**src/shared/ebu_pkg.sv**
```systemverilog
// Shared constants and types for the external bus unit
package ebu_pkg;

  typedef enum logic [3:0] {
    ST_IDLE   = 4'h1,
    ST_ACTIVE = 4'h2,
    ST_NEXT   = 4'h4,
    ST_HALT   = 4'h8
  } ebu_state_t;

  localparam int ADDR_W = 24;
  localparam int DATA_W = 16;
  localparam int OPER_W = 32;
  localparam int BYTE_W = 8;

  // Port size acknowledge pair, active low, {bit1, bit0}
  localparam logic [1:0] ACK_WAIT = 2'h3;
  localparam logic [1:0] ACK_8    = 2'h2;
  localparam logic [1:0] ACK_16   = 2'h1;
  localparam logic [1:0] ACK_RSVD = 2'h0;

  // Transfer size encodings
  localparam logic [1:0] TSIZE_LONG  = 2'h0;
  localparam logic [1:0] TSIZE_BYTE  = 2'h1;
  localparam logic [1:0] TSIZE_WORD  = 2'h2;
  localparam logic [1:0] TSIZE_THREE = 2'h3;

  // Bytes remaining; low two bits equal the transfer size code
  localparam logic [2:0] REM_NONE  = 3'h0;
  localparam logic [2:0] REM_BYTE  = 3'h1;
  localparam logic [2:0] REM_WORD  = 3'h2;
  localparam logic [2:0] REM_THREE = 3'h3;
  localparam logic [2:0] REM_LONG  = 3'h4;

  localparam logic [2:0] STEP_ONE = 3'h1;
  localparam logic [2:0] STEP_TWO = 3'h2;

  localparam logic [2:0] SPACE_CPU = 3'h7;

  // Default bus monitor timeout, in system clock cycles
  localparam int BUS_TIMEOUT_CYCLES = 64;

endpackage : ebu_pkg

```
**src/hdl/bus_timeout_monitor.sv**
```systemverilog
// Bus cycle timeout monitor
`timescale 1ns/10ps
module bus_timeout_monitor
  import ebu_pkg::*;
#(
  parameter int LIMIT = BUS_TIMEOUT_CYCLES
) (
  input  wire logic i_clk,
  input  wire logic i_reset_n,
  input  wire logic i_run,
  output logic      o_expire
);

  localparam int             CW   = $clog2(LIMIT + 1);
  localparam logic [CW-1:0]  LAST = CW'(LIMIT - 1);
  localparam logic [CW-1:0]  ONE  = CW'(1);

  logic [CW-1:0] count_q;
  logic [CW-1:0] count_d;

  // Restarts on every bus cycle so each cycle gets the full window
  always_comb begin
    count_d = '0;
    if (i_run) begin
      count_d = (count_q == LAST) ? count_q : count_q + ONE;
    end
  end

  always_ff @(posedge i_clk or negedge i_reset_n) begin
    if (!i_reset_n) begin
      count_q <= '0;
    end else begin
      count_q <= count_d;
    end
  end

  assign o_expire = i_run && (count_q == LAST);
endmodule : bus_timeout_monitor

```
**src/hdl/port_lane_router.sv**
```systemverilog
// Acknowledge decode and read byte lane selection
`timescale 1ns/10ps
module port_lane_router
  import ebu_pkg::*;
(
  input  wire logic [1:0]        i_ack_n,
  input  wire logic              i_byte_offset_line,
  input  wire logic [2:0]        i_rem,
  input  wire logic [DATA_W-1:0] i_data,
  output logic                   o_ack_ok,
  output logic [2:0]             o_step,
  output logic [BYTE_W-1:0]      o_rbyte
);

  logic port8;

  // Reserved code is treated like wait states
  assign o_ack_ok = (i_ack_n == ACK_8) || (i_ack_n == ACK_16);
  assign port8    = (i_ack_n == ACK_8);

  // One aligned word at most per cycle
  assign o_step = (port8 || i_byte_offset_line || (i_rem == REM_BYTE)) ?
                  STEP_ONE : STEP_TWO;

  // 8-bit ports and even bytes sit on the upper lane
  assign o_rbyte = (!port8 && i_byte_offset_line) ? i_data[BYTE_W-1:0]
                                       : i_data[DATA_W-1:BYTE_W];

endmodule : port_lane_router

```
**src/hdl/external_bus_unit.sv**
```systemverilog
// External bus unit with dynamic sizing, halt, fault and autovector
`timescale 1ns/10ps
module external_bus_unit
  import ebu_pkg::*;
#(
  parameter int TIMEOUT_CYCLES = BUS_TIMEOUT_CYCLES
) (
  input  wire logic              I_MCLK,
  input  wire logic              I_RESET_N,
  input  wire logic              I_REQ,
  input  wire logic              I_READ,
  input  wire logic [1:0]        I_SIZE,
  input  wire logic [ADDR_W-1:0] I_ADDR,
  input  wire logic [2:0]        I_SPACE_CODE,
  input  wire logic              I_IACK,
  input  wire logic [OPER_W-1:0] I_WDATA,
  input  wire logic              I_EXT_MASTER,
  input  wire logic              I_MONITOR_EN,
  input  wire logic [DATA_W-1:0] I_DATA,
  input  wire logic [1:0]        I_PORT_SIZE_ACK_N,
  input  wire logic              I_BUS_FAULT_IN_N,
  input  wire logic              I_HALT_N,
  input  wire logic              I_AUTO_VECTOR_ACK_N,
  output logic                   O_BUSY,
  output logic                   O_DONE,
  output logic                   O_FAULT,
  output logic                   O_MISALIGN,
  output logic                   O_AUTOVEC,
  output logic [OPER_W-1:0]      O_RDATA,
  output logic                   O_HALTED,
  output logic [ADDR_W-1:0]      O_ADDR,
  output logic [2:0]             O_SPACE_CODE,
  output logic [1:0]             O_TRANSFER_SIZE,
  output logic                   O_READ,
  output logic                   O_BUS_OE,
  output logic                   O_AS_N,
  output logic                   O_DS_N,
  output logic [DATA_W-1:0]      O_DATA,
  output logic                   O_DATA_OE
);

  ebu_state_t          state_q,   state_d;
  logic [ADDR_W-1:0]   addr_q,    addr_d;
  logic [2:0]          rem_q,     rem_d;
  logic [OPER_W-1:0]   wbuf_q,    wbuf_d;
  logic [OPER_W-1:0]   acc_q,     acc_d;
  logic                read_q,    read_d;
  logic [2:0]          space_q,   space_d;
  logic                iack_q,    iack_d;
  logic                busy_q,    busy_d;
  logic                done_q,    done_d;
  logic                fault_q,   fault_d;
  logic                mis_q,     mis_d;
  logic                auto_vector_ack_q,    auto_vector_ack_d;
  logic [OPER_W-1:0]   rdata_q,   rdata_d;
  logic                halted_q,  halted_d;
  logic                bus_oe_q,  bus_oe_d;
  logic                as_n_q,    as_n_d;
  logic                ds_n_q,    ds_n_d;
  logic [DATA_W-1:0]   data_q,    data_d;
  logic                data_oe_q, data_oe_d;
  // Pin copies freeze through halt while the sequencer already advanced
  logic [ADDR_W-1:0]   pin_addr_q, pin_addr_d;
  logic [1:0]          pin_size_q, pin_size_d;

  logic                ack_ok;
  logic [2:0]          step;
  logic [BYTE_W-1:0]   rbyte;
  logic                tmo_run;
  logic                tmo_expire;
  logic                fault_in;
  logic                auto_vector_ack_hit;
  logic                start_ok;
  logic                misaligned;
  logic [2:0]          req_rem;
  logic [2:0]          rem_left;

  port_lane_router u_router (
    .i_ack_n  (I_PORT_SIZE_ACK_N),
    .i_byte_offset_line  (addr_q[0]),
    .i_rem    (rem_q),
    .i_data   (I_DATA),
    .o_ack_ok (ack_ok),
    .o_step   (step),
    .o_rbyte  (rbyte)
  );

  // Monitor is blind to transfers started by an outside master
  assign tmo_run = (state_q == ST_ACTIVE) && I_MONITOR_EN
                   && !I_EXT_MASTER;

  bus_timeout_monitor #(
    .LIMIT (TIMEOUT_CYCLES)
  ) u_monitor (
    .i_clk     (I_MCLK),
    .i_reset_n (I_RESET_N),
    .i_run     (tmo_run),
    .o_expire  (tmo_expire)
  );

  assign fault_in = !I_BUS_FAULT_IN_N || tmo_expire;
  assign auto_vector_ack_hit = iack_q && !I_EXT_MASTER
                    && !I_AUTO_VECTOR_ACK_N;
  assign req_rem  = (I_SIZE == TSIZE_LONG) ? REM_LONG : {1'b0, I_SIZE};
  assign misaligned = I_ADDR[0] && (I_SIZE != TSIZE_BYTE);
  // A new external cycle waits out halt and foreign mastership
  assign start_ok = (state_q == ST_IDLE) && I_REQ && I_HALT_N
                    && !I_EXT_MASTER;
  assign rem_left = rem_q - step;

  always_comb begin
    state_d  = state_q;
    addr_d   = addr_q;
    rem_d    = rem_q;
    wbuf_d   = wbuf_q;
    acc_d    = acc_q;
    read_d   = read_q;
    space_d  = space_q;
    iack_d   = iack_q;
    rdata_d  = rdata_q;
    done_d   = 1'b0;
    fault_d  = 1'b0;
    mis_d    = 1'b0;
    auto_vector_ack_d   = 1'b0;
    case (state_q)
      ST_IDLE: begin
        if (start_ok && misaligned) begin
          done_d  = 1'b1;
          fault_d = 1'b1;
          mis_d   = 1'b1;
        end else if (start_ok) begin
          state_d = ST_ACTIVE;
          addr_d  = I_ADDR;
          rem_d   = req_rem;
          read_d  = I_READ;
          space_d = I_SPACE_CODE;
          iack_d  = I_IACK && (I_SPACE_CODE == SPACE_CPU);
          acc_d   = '0;
          // Left justify so the top byte always leaves first
          case (I_SIZE)
            TSIZE_BYTE: wbuf_d = {I_WDATA[7:0], 24'h000000};
            TSIZE_WORD: wbuf_d = {I_WDATA[15:0], 16'h0000};
            default:    wbuf_d = I_WDATA;
          endcase
        end
      end
      ST_ACTIVE: begin
        if (auto_vector_ack_hit) begin
          state_d = ST_IDLE;
          done_d  = 1'b1;
          auto_vector_ack_d  = 1'b1;
          rdata_d = '0;
        end else if (fault_in && !I_HALT_N) begin
          state_d = ST_HALT;
        end else if (fault_in) begin
          state_d = ST_IDLE;
          done_d  = 1'b1;
          fault_d = 1'b1;
        end else if (ack_ok) begin
          rem_d  = rem_left;
          addr_d = addr_q + ADDR_W'(step);
          if (step == STEP_TWO) begin
            wbuf_d = {wbuf_q[15:0], 16'h0000};
          end else begin
            wbuf_d = {wbuf_q[23:0], 8'h00};
          end
          if (read_q && step == STEP_TWO) begin
            acc_d = {acc_q[15:0], I_DATA};
          end else if (read_q) begin
            acc_d = {acc_q[23:0], rbyte};
          end
          if (rem_left == REM_NONE) begin
            state_d = ST_IDLE;
            done_d  = 1'b1;
            rdata_d = read_q ? acc_d : rdata_q;
          end else if (!I_HALT_N) begin
            state_d = ST_HALT;
          end else begin
            state_d = ST_NEXT;
          end
        end
      end
      ST_NEXT: begin
        state_d = ST_ACTIVE;
      end
      ST_HALT: begin
        // Resumes the pending portion, which is a retry only when halt came with a fault
        if (I_HALT_N) begin
          state_d = ST_ACTIVE;
        end
      end
      default: begin
        state_d = ST_IDLE;
      end
    endcase
    busy_d    = (state_d != ST_IDLE);
    halted_d  = (state_d == ST_HALT)
                || (state_d == ST_IDLE && !I_HALT_N);
    bus_oe_d  = !I_EXT_MASTER;
    as_n_d    = (state_d != ST_ACTIVE);
    // Write data strobe trails the address strobe by one clock
    ds_n_d    = !((state_d == ST_ACTIVE)
                  && (read_d || state_q == ST_ACTIVE));
    data_oe_d = !read_d && ((state_d == ST_ACTIVE)
                            || (state_d == ST_NEXT));
    pin_addr_d = (state_d == ST_HALT) ? pin_addr_q : addr_d;
    pin_size_d = (state_d == ST_HALT) ? pin_size_q : rem_d[1:0];
    if (addr_d[0] || rem_d == REM_BYTE) begin
      data_d = {wbuf_d[31:24], wbuf_d[31:24]};
    end else begin
      data_d = wbuf_d[31:16];
    end
  end

  always_ff @(posedge I_MCLK or negedge I_RESET_N) begin
    if (!I_RESET_N) begin
      state_q   <= ST_IDLE;
      addr_q    <= '0;
      rem_q     <= REM_NONE;
      wbuf_q    <= '0;
      acc_q     <= '0;
      read_q    <= 1'b1;
      space_q   <= '0;
      iack_q    <= 1'b0;
      busy_q    <= 1'b0;
      done_q    <= 1'b0;
      fault_q   <= 1'b0;
      mis_q     <= 1'b0;
      auto_vector_ack_q    <= 1'b0;
      rdata_q   <= '0;
      halted_q  <= 1'b0;
      bus_oe_q  <= 1'b0;
      as_n_q    <= 1'b1;
      ds_n_q    <= 1'b1;
      data_q    <= '0;
      data_oe_q <= 1'b0;
      pin_addr_q <= '0;
      pin_size_q <= TSIZE_LONG;
    end else begin
      state_q   <= state_d;
      addr_q    <= addr_d;
      rem_q     <= rem_d;
      wbuf_q    <= wbuf_d;
      acc_q     <= acc_d;
      read_q    <= read_d;
      space_q   <= space_d;
      iack_q    <= iack_d;
      busy_q    <= busy_d;
      done_q    <= done_d;
      fault_q   <= fault_d;
      mis_q     <= mis_d;
      auto_vector_ack_q    <= auto_vector_ack_d;
      rdata_q   <= rdata_d;
      halted_q  <= halted_d;
      bus_oe_q  <= bus_oe_d;
      as_n_q    <= as_n_d;
      ds_n_q    <= ds_n_d;
      data_q    <= data_d;
      data_oe_q <= data_oe_d;
      pin_addr_q <= pin_addr_d;
      pin_size_q <= pin_size_d;
    end
  end

  assign O_BUSY          = busy_q;
  assign O_DONE          = done_q;
  assign O_FAULT         = fault_q;
  assign O_MISALIGN      = mis_q;
  assign O_AUTOVEC       = auto_vector_ack_q;
  assign O_RDATA         = rdata_q;
  assign O_HALTED        = halted_q;
  assign O_ADDR          = pin_addr_q;
  assign O_SPACE_CODE    = space_q;
  assign O_TRANSFER_SIZE = pin_size_q;
  assign O_READ          = read_q;
  assign O_BUS_OE        = bus_oe_q;
  assign O_AS_N          = as_n_q;
  assign O_DS_N          = ds_n_q;
  assign O_DATA          = data_q;
  assign O_DATA_OE       = data_oe_q;

  logic quiet;
  assign quiet = I_BUS_FAULT_IN_N && I_HALT_N && !tmo_expire && !auto_vector_ack_hit;
endmodule : external_bus_unit

```
**config.mk**
```make
export PLATFORM = sky130hd
export DESIGN_NAME = external_bus_unit
export DESIGN_NICKNAME = d
export VERILOG_FILES = /design/src/shared/ebu_pkg.sv /design/src/hdl/bus_timeout_monitor.sv /design/src/hdl/port_lane_router.sv /design/src/hdl/external_bus_unit.sv
export SDC_FILE = /design/constraint.sdc
export NUM_CORES = 1
export LEC_CHECK = 0
export ABC_AREA = 1
export ABC_CLOCK_PERIOD_IN_PS = 3100
export BUFFER_PORTS_ARGS = -buffer_cell sky130_fd_sc_hd__buf_2
export CAP_MARGIN = 20
export CORE_MARGIN = 2
export CORE_UTILIZATION = 58
export CTS_BUF_LIST = sky130_fd_sc_hd__clkbuf_8
export DETAILED_ROUTE_END_ITERATION = 16
export PLACE_DENSITY = 0.82
export SYNTH_ARGS = -nofsm -noshare
export SYNTH_HDL_FRONTEND = slang
export SYNTH_SLANG_ARGS = --single-unit
```
**constraint.sdc**
```tcl
create_clock -name I_MCLK -period 3.1 [get_ports I_MCLK]
set_input_delay 0.62 -clock I_MCLK [delete_from_list [all_inputs] [get_ports I_MCLK]]
set_output_delay 0.62 -clock I_MCLK [all_outputs]
set_load 0.01 [all_outputs]
```
Word-level counts from Yosys, hierarchy flattened
Cells that the tools add are included.
Word-level totals
  logic and storage cells: 169
  register bits after elaboration: 191
  output and inout bits: 88
  bits of input ports: 89
Cells by class
  bitwise logic cells: 1
  reductions and logical operators: 41
  muxes and demuxes: 71
  add/sub/neg operators: 3
  eq/ne operators: 29
Operators with widths (count)
  $mux W32: 21
  $pmux W32 S2: 3
  $mux W24: 6
  $pmux W24 S2: 1
  $mux W4: 9
  $add A24 B3 Y24: 1
  $mux W3: 7
  $logic_and A1 B1 Y1: 17
  $mux W8: 2
  $ne A2 B2 Y1 const B: 8
  $pmux W4 S4: 1
  $mux W1: 15
  $mux W7: 2
  $eq A4 B1 Y1 const B: 2
  $eq A4 B2 Y1 const B: 2
  $eq A4 B3 Y1 const B: 2
  $eq A4 B4 Y1 const B: 2
  $logic_or A1 B1 Y1: 8
  $reduce_bool A2 Y1: 4
  $add A7 B1 Y7 const B: 1
  $eq A7 B6 Y1 const B: 1
  $logic_not A1 Y1: 7
  $reduce_and A7 Y1: 1
  $eq A3 B1 Y1 const B: 2
  other kinds (16): 20

Longest topological paths before layout
  depth after elaboration: 15
  mapped depth: 19
  depth with buffers taken out: 18

Modules after synthesis
Synthesis repeated with hierarchy kept, for this count alone.
Unflattened totals
  cells, all modules: 1224
  area, all modules: 9701.8 µm²
By module, submodules not included
  external_bus_unit: area each 9137.5 µm², instances 1, cells an instance 1133, sequential area each 4409.2 µm²
  bus_timeout_monitor: area each 394.1 µm², instances 1, cells an instance 52, sequential area each 175.2 µm²
  port_lane_router: area each 170.2 µm², instances 1, cells an instance 39, sequential area each 0.0 µm²

Worst setup path after synthesis
Ideal clock, no wire load.
  path kind: input -> register
  start: input I_PORT_SIZE_ACK_N[0]
  end: register pin_addr_q[13] (netlist: O_ADDR[13])
  data required time: 2.983 ns
  setup time: 0.117 ns
  cell stages on the path: 19
  slack: -0.091 ns
  buffers on the path: 3
  data arrival time: 3.075 ns
  cells stage by stage: inv_1 > ha_1 > clkinv_1 > nand3_1 > clkbuf_1 > ha_1 > fa_1 > xnor2_1 > nand3_1 > nor2_1 > nand2_2 > nand2_2 > nor2_2 > nand3_1 > o21ai_2 > buf_6 > buf_6 > nand2_1 > nand2_1
Between the ends
  longest elaborated chain between the ends: 13
  elaborated cells between the ends (all ways): 21
RTL lines
  start, declared: RTL line external_bus_unit.sv:20  | input wire logic [1:0] I_PORT_SIZE_ACK_N,
  $eq A2 B2 Y1: RTL line port_lane_router.sv:18, port_lane_router.sv:19
  $logic_or A1 B1 Y1 (2 in a row): RTL line port_lane_router.sv:22  | assign o_step = (port8 || i_byte_offset_line || (i_rem == REM_BYTE)) ?
  $mux W2: RTL line port_lane_router.sv:22
  $sub A3 B3 Y3: RTL line external_bus_unit.sv:109  | assign rem_left = rem_q - step;
  $logic_not A3 Y1: RTL line external_bus_unit.sv:172  | if (rem_left == REM_NONE) begin
  $mux W4: RTL line external_bus_unit.sv:172
  $mux W4: RTL line external_bus_unit.sv:159  | end else if (ack_ok) begin
  $mux W4: RTL line external_bus_unit.sv:155  | end else if (fault_in) begin
  $mux W4: RTL line external_bus_unit.sv:153  | end else if (fault_in && !I_HALT_N) begin
  $mux W4: RTL line external_bus_unit.sv:148  | if (auto_vector_ack_hit) begin
  $pmux W4 S4: RTL line external_bus_unit.sv:125  | case (state_q)
  $eq A4 B4 Y1: RTL line external_bus_unit.sv:206  | pin_addr_d = (state_d == ST_HALT) ? pin_addr_q : addr_d;
  end signal, assigned: RTL line external_bus_unit.sv:260  | pin_addr_q <= pin_addr_d;
  end, declared: RTL line external_bus_unit.sv:63  | logic [ADDR_W-1:0] pin_addr_q, pin_addr_d;
Parallel ways exist; a longest one is shown, timed or not.
A chain may end at the register's enable or synchronous reset.

Final worst setup path
  start: register state_q[2]
  end: register data_q[0] (netlist: O_DATA[0])
Between the ends
  elaborated cells between the ends (all ways): 32
RTL lines
  start, declared: RTL line external_bus_unit.sv:42  | ebu_state_t state_q, state_d;
  start signal, assigned: RTL line external_bus_unit.sv:240  | state_q <= state_d;
  $eq A4 B2 Y1: RTL line external_bus_unit.sv:89, external_bus_unit.sv:125
  $logic_and A1 B1 Y1: RTL line external_bus_unit.sv:89  | assign tmo_run = (state_q == ST_ACTIVE) && I_MONITOR_EN
  $logic_and A1 B1 Y1: RTL line external_bus_unit.sv:90  | && !I_EXT_MASTER;
  $logic_and A1 B1 Y1: RTL line bus_timeout_monitor.sv:37  | assign o_expire = i_run && (count_q == LAST);
  $logic_or A1 B1 Y1: RTL line external_bus_unit.sv:101  | assign fault_in = !I_BUS_FAULT_IN_N || tmo_expire;
  $mux W32 / $logic_and A1 B1 Y1 (equally long branches): RTL line external_bus_unit.sv:155, external_bus_unit.sv:153
  $mux W32: RTL line external_bus_unit.sv:153
  $mux W32: RTL line external_bus_unit.sv:148
  $pmux W32 S2 *: RTL line external_bus_unit.sv:125
  named net wbuf_d[16]: RTL line external_bus_unit.sv:45  | logic [OPER_W-1:0] wbuf_q, wbuf_d;
  $mux W8 *: RTL line external_bus_unit.sv:208  | if (addr_d[0] || rem_d == REM_BYTE) begin
  named net data_d[0]: RTL line external_bus_unit.sv:60  | logic [DATA_W-1:0] data_q, data_d;
  end signal, assigned: RTL line external_bus_unit.sv:258  | data_q <= data_d;
  end, declared: RTL line external_bus_unit.sv:60
The timed path passes the listed nets; every way through them passes the cells marked *. The select of a mux whose other input is x is not followed.

==> summary.md <==
| Metric | Value |
|---|---|
| Mean area per synthesized cell | 8.021 sq um |
| Clock Pin Slew Worst Setup and Hold Paths | 0.10 ns |
| Crit-path cells | nor2_4, nand3_1, nor2_2, nand2_2, nor2_1, a21oi_1, o211ai_1, nand3_1, nand2_1 |
| Final ANT Viol Nets | 0 |
| CTS Root Cell | clkbuf_8 |
| Critical path type | reg -> reg |
| Internal power | 5.047 mW |
| WL final | 26.04 mm |
| Area Growth Syn to Fin | 16.77% |
| CTS Hold Bufs | 0 |
| DRC errors left | 0 |
| Clock Skews | 0.01068 ns |
| Final Hold Violating Endpoints | 0 |
| Net Count, Synth | 1275 |
| H-Tree Depth | 4 |
| First-pass GRT wire length | 42.96 mm |
| Critical path capture point type | register |
| Most used cell, CP | nand3_1 |
| Pleak | 5.709 nW |
| Max-slew violation count | 0 |
| Crit-path max FO | 16 |
| Via Count | 8935 |
| Synth warn | 0 |
| N_diodes | 0 |
| CP bufs+invs | 0 |
| Post-layout nets | 1443 |
| NetSw | 3.654 mW |
| Setup bufs post-CTS | 0 |
| Initial antenna violation count | 0 |
| Clk Latency, worst-skew pair | 0.47 ns |
| Reg power frac | 40.7% |
| Tmin final | 2.654 ns |
| CTS resizes | 0 |
| Unrepaired setup endpoints after global routing | no |
| Clk pwr share | 18.2% |
| Synth Instances | 1177 |
| Hold Crit Class | in -> async |
| Critical Path Max Stage Delay | 0.88 ns |
| EDFF count, synth | 0 |
| PD cells | 789.3 mW/mm^2 |
| Status | completed |
| Die area | 0.01731 sq mm |
| Global-route usage over all layers | 30.81% |
| Asr flop ratio synth | 100.0% |
| Post-synth top flop | dfrtp_1 |
| Largest net degree at the start of global routing | 62 |
| # rows | 46 |
| Max-cap violation count | 0 |
| Iteration-0 DRC Markers | 866 |
| Placed Area | 0.01064 sq mm |
| Crit-path slowest cell | nor2_1 |
| Multi-input gate area | 0.004008 sq mm |
| Crit share post-route | 85.61% |
| Startpoint types | register |
| Fillcell total | 1323 |
| DP Cell Count | 1542 |
| F_max | 376.8 MHz |
| Total CTS buffers | 17 |
| Final setup fails | 0 |
| Drt pass-1 iters | 6 |
| Initial core utilization | 59.43% |
| Actual slew at the worst max-slew pin | 1.097 ns |
| Ports | 177 |
| Post-DP HPWL | 18.95 mm |
| Via density | 5.677 |
| Synth Register Bits | 183 |
| Layout cells sized above 1 | 20.91% |
| Combinational share of power | 41.1% |
| Placer congestion estimate | 0.9350 |
| WL/cell | 16.54 um |
| Design Area, Final | 0.01102 sq mm |
| CTS Buffer Depth | 2 |
| Port buffer count | 176 |
| Die W | 131.6 um |
| Register area share after synthesis | 48.56% |
| TNS Setup | 0 ns |
| Worst EP required | 3.52 ns |
| Crit path DAT | 3.07 ns |
| Cell family with most CP delay | simple AND/OR/NAND/NOR gates |
| Hold WS | 0.1175 ns |
| Synth unique cells | 46 |
| CTS tree | yes |
| Finished Layout Cells | 1574 |
| Overflow after GRT | 0 |
| Worst rel slew slack | 26.62% |
| Synthesized area | 0.009440 sq mm |
| Maximum vdd drop | 0.4251 mV |
| Clk sink count | 183 |
| Vias in the first global route | 8397 |
| Die Span Y | 131.6 um |
| Sw Share | 41.99% |
| Core area | 0.01589 sq mm |
| Register area | 0.004584 sq mm |
-- cell usage in the layout, fill, tap and decap left out, types with 2 or more instances in the layout --
| master | count |
|---|---|
| inv_2 | 7 |
| o2111ai_1 | 17 |
| clkinv_1 | 3 |
| nor2_1 | 71 |
| o221ai_1 | 8 |
| dfstp_2 | 4 |
| inv_6 | 4 |
| nand3_1 | 64 |
| clkbuf_8 | 19 |
| ha_1 | 8 |
| nand3_2 | 4 |
| buf_4 | 33 |
| o22ai_1 | 31 |
| nand2_2 | 7 |
| o21ai_0 | 104 |
| inv_1 | 126 |
| o32ai_1 | 8 |
| clkinvlp_4 | 2 |
| a22oi_1 | 12 |
| buf_2 | 175 |
| nor2_2 | 4 |
| buf_12 | 7 |
| clkinv_4 | 2 |
| nand2_1 | 325 |
| nand2_4 | 3 |
| dfrtp_1 | 179 |
| a21oi_1 | 32 |
| a32o_1 | 9 |
| nor3_1 | 25 |
| o31ai_1 | 8 |
| nand4_1 | 17 |
| xor2_1 | 2 |
| o211ai_1 | 15 |
| xnor2_1 | 2 |
| nor2_4 | 4 |
-- power groups by stage --
| stage | logic (mW) | clock network [mW] | registers (mW) |
|---|---|---|---|
| final | 3.57 | 1.58 | 3.54 |
| after global routing | 4.03 | 1.70 | 3.63 |
| after CTS | 3.54 | 1.59 | 3.53 |
| after detailed placement | 3.53 | 0 | 3.56 |
| after global placement | 3.44 | 0 | 3.56 |
| after floorplan | 2.28 | 0 | 3.59 |
-- flip-flops by register name, indices dropped and copies added, names as in the netlist, 4 cells and up --
name and cells:
O_RDATA 32, acc_q 32, wbuf_q 25, O_ADDR 24, addr_q 24, O_DATA 15, u_monitor.count_q 7, state_q 4
-- metal layers --
| layer | routed length (um) | global-route usage (%) | vias to the layer above |
|---|---|---|---|
| met2 | 12130 | 49.65 | 415 |
| met4 | 539 | 9.481 | 0 |
| li1 | - | - | 4270 |
| met1 | 11530 | 43.34 | 4202 |
| met5 | 0 | 0 | - |
| met3 | 1840 | 4.668 | 48 |
-- kinds of logic after synthesis --
group	Yosys count	share of synthesized area, %
flip-flops	183	48.56
XOR/XNOR	4	0.3712
buffers and inverters	201	9.039
AND/OR/NAND/NOR	529	24.07
AO/OA/AOI/OAI	251	16.69
adder cells (fa/ha/maj)	9	1.272
-- area by class of cell --
type                            count  area share [%]
Clock inverter                     13           1.101
Clock buffer                       19           2.372
Sequential cell                   183           41.59
Inverter                          134           4.563
Timing Repair Buffer              216           11.57
Tap cell                          216           2.452
Multi-Input combinational cell    793           36.36
-- cell usage after synthesis, types with 2 or more instances --
cell type / n / area share (%)
nand2_1: 325 / 13
dfrtp_1: 179 / 47
inv_1: 124 / 4.9
o21ai_0: 104 / 5.5
nor2_1: 71 / 2.8
nand3_1: 65 / 3.4
a21oi_1: 32 / 1.7
o22ai_1: 31 / 2.1
clkbuf_1: 30 / 1.2
nor3_1: 25 / 1.3
buf_2: 19 / 1.0
nand4_1: 17 / 1.1
o2111ai_1: 17 / 1.6
o211ai_1: 15 / 1.2
a22oi_1: 12 / 0.95
buf_4: 12 / 0.95
a32o_1: 9 / 0.95
ha_1: 8 / 1.1
o221ai_1: 8 / 0.74
o31ai_1: 8 / 0.64
o32ai_1: 8 / 0.74
inv_2: 7 / 0.28
nand2_2: 7 / 0.46
buf_6: 4 / 0.48
dfstp_2: 4 / 1.1
nor2_2: 4 / 0.27
nor2_4: 4 / 0.48
clkinv_1: 3 / 0.12
nand2_4: 3 / 0.36
nand3_2: 3 / 0.32
buf_1: 2 / 0.080
xnor2_1: 2 / 0.19
xor2_1: 2 / 0.19
-- worst paths after layout --
path | slack [ns] | end | depth (start not counted) | start
worst max-delay path | 0.45 | O_DATA[0] | 9 | state_q[2]
max in group asynchronous | 2.20 | state_q[0] | 2 | I_RESET_N
min in group I_MCLK | 0.35 | O_SPACE_CODE[0] | 3 | I_SPACE_CODE[0]
worst min-delay path | 0.12 | O_RDATA[14] | 1 | I_RESET_N
worst max register to register | 0.45 | O_DATA[0] | 9 | state_q[2]
worst min register to register | 0.48 | O_RDATA[22] | 2 | O_RDATA[22]
-- per-stage QoR --
| stage | setup slack [ns] | total power [mW] | utilization (%) |
|---|---|---|---|
| after floorplan | 0.02986 | 5.869 | - |
| after global placement | 0.1205 | 7.002 | 66.98 |
| after detailed placement | 0.05418 | 7.089 | 66.98 |
| after CTS | 0.4864 | 8.659 | 69.39 |
| after global routing | 0.2633 | 9.361 | 69.39 |
| final | 0.4462 | 8.701 | 69.39 |
Note: power is estimated with default switching activity, not from simulation.
